===== src/sesm_pkg.sv =====
// package for the system-control event status and mask block
// assumes a 32-bit register port with a 12-bit byte address
package sesm_pkg;

  localparam int unsigned NUM_EVENTS = 7;
  localparam int unsigned ADDR_W = 12;
  localparam int unsigned DATA_W = 32;

  // register byte offsets
  localparam logic [11:0] OFS_BROWNOUT_CONTROL = 12'h030;
  localparam logic [11:0] OFS_RAW_EVENT_STATUS = 12'h050;
  localparam logic [11:0] OFS_EVENT_MASK_CONTROL = 12'h054;
  localparam logic [11:0] OFS_MASKED_STATUS = 12'h058;

  // event bit positions, shared by all three event registers
  localparam int unsigned BIT_PLL_LOCK = 6;
  localparam int unsigned BIT_CURRENT_LIMIT = 5;
  localparam int unsigned BIT_INT_OSC_FAULT = 4;
  localparam int unsigned BIT_MAIN_OSC_FAULT = 3;
  localparam int unsigned BIT_REGULATOR_UNREGULATED = 2;
  localparam int unsigned BIT_BROWNOUT = 1;
  localparam int unsigned BIT_PLL_FAULT = 0;

  // field position inside brownout_control
  localparam int unsigned BIT_BROWNOUT_RESET_SELECT = 1;

  // reset values
  localparam logic [6:0] RST_RAW_EVENT_STATUS = 7'h00;
  localparam logic [6:0] RST_EVENT_MASK_CONTROL = 7'h00;
  localparam logic RST_BROWNOUT_RESET_SELECT = 1'b0;
  localparam logic [31:0] RST_RDATA = 32'h0000_0000;

  // event inputs, one bit per source, order matches the bit positions
  typedef struct packed {
    logic pll_lock;
    logic current_limit;
    logic int_osc_fault;
    logic main_osc_fault;
    logic regulator_unregulated;
    logic brownout;
    logic pll_fault;
  } sesm_event_t;

  // register port request
  typedef struct packed {
    logic [11:0] addr;
    logic [31:0] wdata;
    logic wr;
    logic rd;
  } sesm_bus_req_t;

  // whole state of the block
  typedef struct packed {
    logic [6:0] raw_event_status;
    logic [6:0] event_mask_control;
    logic brownout_reset_select;
    logic [6:0] event_prev;
    logic irq;
    logic brownout_reset;
    logic [31:0] rdata;
  } sesm_state_t;

endpackage


===== src/sesm_event_ctrl.sv =====
// system-control event latch, mask and interrupt combiner
// assumes event inputs synchronous to i_sys_clk and a single-cycle-strobe register port
//
// Strobed register access was chosen for this implementation.
`timescale 1ns/10ps
module sesm_event_ctrl (
  // clock and reset
  input wire logic i_sys_clk,
  input wire logic i_rst_n,
  // event sources
  input wire sesm_pkg::sesm_event_t i_events,
  // register port
  input wire logic [11:0] i_addr,
  input wire logic [31:0] i_wdata,
  input wire logic i_wr,
  input wire logic i_rd,
  output logic [31:0] o_rdata,
  // requests to the processor and reset logic
  output logic o_irq,
  output logic o_brownout_reset
);

  sesm_pkg::sesm_state_t state_r;
  sesm_pkg::sesm_state_t state_nxt;
  sesm_pkg::sesm_bus_req_t bus_req;

  logic [6:0] ev_level;
  logic [6:0] ev_rise;
  logic [6:0] clear_req;
  logic [6:0] irq_gate;
  logic [6:0] masked_now;

  assign bus_req = '{addr: i_addr, wdata: i_wdata, wr: i_wr, rd: i_rd};
  assign ev_level = i_events;

  // events are latched on their rising edge so a source stuck high can still be cleared
  assign ev_rise = ev_level & ~state_r.event_prev;

  assign clear_req = (bus_req.wr && bus_req.addr == sesm_pkg::OFS_MASKED_STATUS) ?
                     bus_req.wdata[6:0] : 7'h00;

  // brown-out routed to reset instead of interrupt when reset-select is set
  always_comb begin
    irq_gate = 7'h7f;
    irq_gate[sesm_pkg::BIT_BROWNOUT] = ~state_nxt.brownout_reset_select;
  end

  assign masked_now = state_r.raw_event_status & state_r.event_mask_control;

  always_comb begin
    state_nxt = state_r;
    state_nxt.event_prev = ev_level;
    // clear only touches bits that are currently masked; a new edge wins over the clear
    state_nxt.raw_event_status = (state_r.raw_event_status & ~(clear_req & state_r.event_mask_control))
                                 | ev_rise;
    // raw bits take their sets from the event edges only, never from the bus
    if (bus_req.wr && bus_req.addr == sesm_pkg::OFS_EVENT_MASK_CONTROL) begin
      state_nxt.event_mask_control = bus_req.wdata[6:0];
    end
    if (bus_req.wr && bus_req.addr == sesm_pkg::OFS_BROWNOUT_CONTROL) begin
      state_nxt.brownout_reset_select = bus_req.wdata[sesm_pkg::BIT_BROWNOUT_RESET_SELECT];
    end
    // interrupt tracks the next masked state, so it appears with the raw bit
    state_nxt.irq = |(state_nxt.raw_event_status & state_nxt.event_mask_control & irq_gate);
    state_nxt.brownout_reset = ev_rise[sesm_pkg::BIT_BROWNOUT] & state_r.brownout_reset_select;
    // read data valid only in the cycle after the strobe; reserved bits read as zero
    state_nxt.rdata = sesm_pkg::RST_RDATA;
    if (bus_req.rd) begin
      unique case (bus_req.addr)
        sesm_pkg::OFS_RAW_EVENT_STATUS: begin
          state_nxt.rdata = {25'h000_0000, state_r.raw_event_status};
        end
        sesm_pkg::OFS_EVENT_MASK_CONTROL: begin
          state_nxt.rdata = {25'h000_0000, state_r.event_mask_control};
        end
        sesm_pkg::OFS_MASKED_STATUS: begin
          state_nxt.rdata = {25'h000_0000, masked_now};
        end
        sesm_pkg::OFS_BROWNOUT_CONTROL: begin
          state_nxt.rdata = {30'h0000_0000, state_r.brownout_reset_select, 1'b0};
        end
        default: begin
          state_nxt.rdata = sesm_pkg::RST_RDATA;
        end
      endcase
    end
  end

  always_ff @(posedge i_sys_clk) begin
    if (!i_rst_n) begin
      state_r.raw_event_status <= sesm_pkg::RST_RAW_EVENT_STATUS;
      state_r.event_mask_control <= sesm_pkg::RST_EVENT_MASK_CONTROL;
      state_r.brownout_reset_select <= sesm_pkg::RST_BROWNOUT_RESET_SELECT;
      // all-ones so an input already high at release is not taken as an edge
      state_r.event_prev <= 7'h7f;
      state_r.irq <= 1'b0;
      state_r.brownout_reset <= 1'b0;
      state_r.rdata <= sesm_pkg::RST_RDATA;
    end else begin
      state_r <= state_nxt;
    end
  end

  assign o_rdata = state_r.rdata;
  assign o_irq = state_r.irq;
  assign o_brownout_reset = state_r.brownout_reset;

  logic past_valid_r;
  always_ff @(posedge i_sys_clk) begin
    if (!i_rst_n) begin
      past_valid_r <= 1'b0;
    end else begin
      past_valid_r <= 1'b1;
    end
  end

  // per-bit clear and promote behaviour; bit 1 also depends on reset-select
  for (genvar k = 0; k < sesm_pkg::NUM_EVENTS; k++) begin : g_bit_chk

  end
endmodule


===== config.mk =====
export PLATFORM = sky130hd
export DESIGN_NAME = sesm_event_ctrl
export DESIGN_NICKNAME = d
export VERILOG_FILES = /design/src/sesm_pkg.sv /design/src/sesm_event_ctrl.sv
export SDC_FILE = /design/constraint.sdc
export NUM_CORES = 1
export LEC_CHECK = 0
export BUFFER_PORTS_ARGS = -buffer_cell sky130_fd_sc_hd__buf_2
export CAP_MARGIN = 20
export CORE_MARGIN = 5
export CORE_UTILIZATION = 25
export CTS_CLUSTER_DIAMETER = 80
export DETAILED_ROUTE_END_ITERATION = 6
export PLACE_DENSITY = 0.58
export SKIP_CTS_REPAIR_TIMING = 1
export SYNTH_ARGS = -nofsm -noshare
export SYNTH_HDL_FRONTEND = slang
export SYNTH_SLANG_ARGS = --single-unit

===== constraint.sdc =====
create_clock -name i_sys_clk -period 4.11 [get_ports i_sys_clk]
set_input_delay 0.6165 -clock i_sys_clk [delete_from_list [all_inputs] [get_ports i_sys_clk]]
set_output_delay 0.6165 -clock i_sys_clk [all_outputs]
set_load 0.02 [all_outputs]

Yosys cells after proc, flatten, opt, wreduce, memory -nomap -nowiden
Index checks and enable logic that the tools add are counted.
Storage, ports and cells
  register bits after elaboration: 56
  input port bits: 55
  output and inout bits: 34
  word-level logic and storage cells: 31
Cells by class
  reductions and logical operators: 5
  equality and inequality tests: 4
  bitwise logic cells: 11
  muxes and demuxes: 4
Operators by type and width (number)
  7-bit AND: 6
  12-bit by 7-bit == test with 1-bit output (second input constant): 3
  7-bit one-hot mux with 4 select lines: 1
  7-bit two-way mux: 2
  7-bit inverter: 2
  12-bit by 6-bit == test with 1-bit output (second input constant): 1
  7-bit bitwise OR: 1
  7-bit OR reduction: 1
  1-bit logical AND: 3
  2-bit AND reduction: 1
  1-bit AND: 1
  1-bit two-way mux: 1
  1-bit inverter: 1

Depth between registers and ports, before layout
  depth in word-level cells: 10
  mapped depth: 6
  gate-level depth less buffers: 5

Least setup slack after synthesis
OpenSTA, ideal clock, no wires.
  kind: input to register
  from: in i_addr[11]
  to: reg state_r, in the netlist o_irq
  setup slack: 1740 ps
  data required time: 3975 ps
  path buffers: 1
  library setup time: 135 ps
  arrival: 2235 ps
  stages: 6
  cells stage by stage: or4_4 buf_6 or4_1 a21o_1 a32oi_1 a41oi_1
Between the ends
  longest elaborated chain between the ends: 10
  elaborated cells on any way between the ends: 17
  those cells by class: 3 x eq/ne; 3 x mux; 7 x bitwise; 4 x reduce/logical
RTL lines
  start: declaration: line sesm_event_ctrl.sv:13  | input wire logic [11:0] i_addr,
  12-bit by 7-bit == test with 1-bit output: line sesm_event_ctrl.sv:39  | assign clear_req = (bus_req.wr && bus_req.addr == sesm_pkg::OFS_MASKED_STATUS) ?
  1-bit logical AND: line sesm_event_ctrl.sv:39
  7-bit two-way mux: line sesm_event_ctrl.sv:39
  7-bit AND: line sesm_event_ctrl.sv:54  | state_nxt.raw_event_status = (state_r.raw_event_status & ~(clear_req & state_r.event_mask_control))
  7-bit inverter: line sesm_event_ctrl.sv:54
  7-bit AND: line sesm_event_ctrl.sv:54
  7-bit bitwise OR: line sesm_event_ctrl.sv:55  | | ev_rise;
  7-bit AND: line sesm_event_ctrl.sv:64  | state_nxt.irq = |(state_nxt.raw_event_status & state_nxt.event_mask_control & irq_gate);
  7-bit AND *: line sesm_event_ctrl.sv:64
  7-bit OR reduction *: line sesm_event_ctrl.sv:64
  end signal: assignment: line sesm_event_ctrl.sv:100  | state_r <= state_nxt;
  end: declaration: line sesm_event_ctrl.sv:23  | sesm_pkg::sesm_state_t state_r;
Mark *: on every way between the ends. The rest lies on a longest branch, timed or not.
A chain may end at the register's enable or synchronous reset.

Final worst setup path
  from: in i_addr[7]
  to: reg state_r, in the netlist o_irq
Same word-level chain as after synthesis.

==> impl_metrics.csv <==
group,metric,value,unit
timing,achievable_freq,0.4083,GHz
timing,fin_hold_ws,0.5077,ns
timing,worstMarginPinSlew,0.7541,ns
timing,worst_slack,1.661,ns
power_and_ir_drop,p_leak,0.8583,nW
place,place.gp.congestion,0.7504,
worst_hold_path,worstHoldPathType,"register to register",
worst_setup_path,crit_path_max_fanout,10,
logic_synthesis,yosysUniqueCellTypes,39,
logic_synthesis,synthAdderAreaFrac,0,
power_and_ir_drop,pwr-share-seq,0.456,
cts,cts_num_sinks,31,
final_layout,fin_cells,284,
power_and_ir_drop,internal-power,523.2,uW
routing,viasPerCell,4.246,
logic_synthesis,synth_simple_gate_area_share,0.2078,
final_layout,commonest_cells_after_routing_fill_and_taps_aside,"38 x sky130_fd_sc_hd__buf_2, 31 x sky130_fd_sc_hd__dfxtp_1, 25 x sky130_fd_sc_hd__conb_1, 11 x sky130_fd_sc_hd__and2_1, 11 x sky130_fd_sc_hd__nor2_1",
routing,post-route-drc-count,0,
worst_setup_path,critPathLaunchType,"primary input",
logic_synthesis,synthesis.area,0.001602,mm2
final_layout,post_route_cells_drive_above_1_share,0.2705,
final_layout,fillCellCount,700,
power_and_ir_drop,power.total,681.0,uW
power_and_ir_drop,p_sw_frac,0.2318,
routing,routed-via-count,1206,
power_and_ir_drop,powerDensity,374.4,mW/mm2
power_and_ir_drop,peakVddDrop,133.9,uV
timing,timing.final.crit_share,0.5959,
place,placed_cells,276,
global_routing,global_route_wire_length_before_repair,5.478,mm
global_routing,first_global_vias,1178,
routing,postRouteAntennaNets,0,
logic_synthesis,synth-seq-cells,31,
place,port_buffers,38,
cts,number_of_buffers_created_by_cts,5,
timing,setup_viol,0,
logic_synthesis,share_of_flip_flops_with_an_asynchronous_set_or_reset,0,
routing,drt_first_iter_violations,47,
cts,tritoncts,"yes",
power_and_ir_drop,total_switching_power,157.9,uW
routing,drt_first_pass_iters,6,
final_layout,final_nets,261,
worst_setup_path,arrival,2.60,ns
power_and_ir_drop,power.share.combinational,0.090,
logic_synthesis,largest_family_of_logic_cells_by_synthesized_area,"simple AND/OR/NAND/NOR gates",
floorplan,rows,29,
cts,worst_skew_pair_later_pin_latency,0.28,ns
place,dp.final_hpwl,2.759,mm
logic_synthesis,synth-edff-count,0,
cts,cts_root_buffer,"sky130_fd_sc_hd__clkbuf_8",
logic_synthesis,synth_sequential_area_ratio,0.3875,
timing,unrepaired_setup_endpoints_after_global_routing,"no",
logic_synthesis,dominantRegCellSynth,"sky130_fd_sc_hd__dfxtp_1",
floorplan,core_area,0.006277,mm2
global_routing,initial_antenna_violation_count,0,
floorplan,ios,89,
logic_synthesis,ys_warn_count,0,
routing,detail_route.wirelength,3.402,mm
timing,totalNegativeSetupSlack,0,ns
worst_setup_path,cp_class,"primary input to register",
floorplan,die_w,90.04,um
cts,cts.reportedPaths.clkPinSlew,0.07,ns
final_layout,syn_to_final_growth,13.59,%
place,post-place-ws,1.373,ns
global_routing,global_route.usage.total,0.08439,
global_routing,grt_overflow_total,0,
worst_setup_path,worst_setup_path_end_kind,"register",
routing,final_routed_wire_length_divided_by_cell_count,11.98,um
cts,clock_path_buffers,2,
cts,cts.htree.levels,2,
run_status,status,"finished, final reports clean",
logic_synthesis,synth_compound_area_frac,0.1609,
timing,hold_viol_final,0,
worst_setup_path,worst_ep_required_time,4.26,ns
logic_synthesis,postSynthCellCount,176,
logic_synthesis,syn_area_per_cell,9.100,um2
logic_synthesis,synthXorXnorAreaFrac,0,
final_layout,layout.cells.most_common,"sky130_fd_sc_hd__buf_2",
timing,post-route-min-period,2.449,ns
floorplan,design.die.area,0.008107,mm2
final_layout,n_antenna_cell,0,
power_and_ir_drop,p_clk_frac,0.453,
global_routing,maximum_number_of_pins_on_one_net_before_global_route_repair,23,
timing,timing.final.max_slew_violations,0,
floorplan,starting_utilization_of_the_core_area,0.2551,
run,maxCapViolCount,0,
logic_synthesis,muxShareOfSynthArea,0.05469,
floorplan,die_height,90.04,um
timing,max_slew_headroom_at_the_worst_pin,0.4934,
timing,worst_clock_skew,0.003638,ns
==> final cells by class <==
| class | instances | area [um2] | area share |
|---|---|---|---|
| clock buffer | 6 | 82.58 | 0.04539 |
| clock inverter | 2 | 35.03 | 0.01926 |
| inverter | 6 | 22.52 | 0.01238 |
| multi-input combinational | 124 | 772.0 | 0.4243 |
| sequential | 31 | 620.6 | 0.3411 |
| tap | 77 | 96.34 | 0.05296 |
| timing repair buffer | 38 | 190.2 | 0.1045 |
==> per-layer routing <==
metal	GRT usage	part of all wire	up-vias
met1	0.09589	0.44	524
met2	0.1341	0.46	49
met3	0.03255	0.074	8
met4	0.04839	0.024	0
li1	-	-	625
met5	0	0	-
==> metrics by stage <==
step	util	area, um2
final	0.2898	1819
after global routing	0.2898	1819
after CTS	0.2898	1819
after detailed placement	0.2711	1702
after global placement	0.2711	1702
after floorplan	-	1692
==> power groups by stage <==
stage	clock network, mW	logic (mW)	registers (mW)
finish	0.309	0.0616	0.311
global route	0.334	0.0686	0.311
CTS	0.320	0.0617	0.310
detailed placement	0	0.0615	0.317
global placement	0	0.0607	0.317
floorplan	0	0.0586	0.316
==> cells in the mapped netlist, types with 2 or more instances <==
cell type / n / area, um2
sky130_fd_sc_hd__mux2i_1: 2 / 20.02
sky130_fd_sc_hd__nand3_1: 7 / 35.03
sky130_fd_sc_hd__nand4_1: 2 / 12.51
sky130_fd_sc_hd__o21ai_0: 5 / 25.02
sky130_fd_sc_hd__nand2b_1: 3 / 18.77
sky130_fd_sc_hd__buf_2: 2 / 10.01
sky130_fd_sc_hd__and2_1: 11 / 68.82
sky130_fd_sc_hd__nor4b_1: 2 / 17.52
sky130_fd_sc_hd__nand2_1: 5 / 18.77
sky130_fd_sc_hd__o41ai_1: 6 / 52.55
sky130_fd_sc_hd__nor2_1: 11 / 41.29
sky130_fd_sc_hd__a21o_1: 9 / 67.56
sky130_fd_sc_hd__clkbuf_1: 3 / 11.26
sky130_fd_sc_hd__and3_1: 2 / 12.51
sky130_fd_sc_hd__dfxtp_1: 31 / 620.6
sky130_fd_sc_hd__mux2_2: 6 / 67.56
sky130_fd_sc_hd__nor3_1: 2 / 10.01
sky130_fd_sc_hd__a22oi_1: 9 / 67.56
sky130_fd_sc_hd__buf_4: 32 / 240.2
sky130_fd_sc_hd__inv_1: 6 / 22.52
sky130_fd_sc_hd__a21oi_1: 2 / 10.01
==> final timing paths <==
check | startpoint | end | slack, ns | depth (start not counted)
setup / recovery | i_addr[7] | o_irq | 1.66 | 6
hold reg to reg | state_r[49] | o_rdata[0] | 0.51 | 2
setup reg to reg | state_r[43] | o_irq | 2.56 | 5
hold / removal | state_r[49] | o_rdata[0] | 0.51 | 2
==> worst max-delay path, stage by stage <==
cell	delay [ns]
sky130_fd_sc_hd__buf_2	0.10
sky130_fd_sc_hd__or4b_1	0.73
sky130_fd_sc_hd__or4_1	0.57
sky130_fd_sc_hd__a21o_1	0.20
sky130_fd_sc_hd__a32oi_1	0.23
sky130_fd_sc_hd__a41oi_1	0.15
==> registers in the layout, indices dropped and copies added (netlist names) <==
| register | count |
|---|---|
| state_r | 22 |
| o_rdata | 7 |
| o_brownout_reset | 1 |
| o_irq | 1 |
==> cells by family (layout without fill, tap and decap cells) <==
logic type             count (synthesis)  count (layout)
and+or+nand+nor                       56              56
AOI/OAI and AO/OA                     35              35
muxes                                  8               8
other                                  1              25
DFF                                   31              31
buffers and inverters                 45              52
Power figures use the tool's default switching activity.
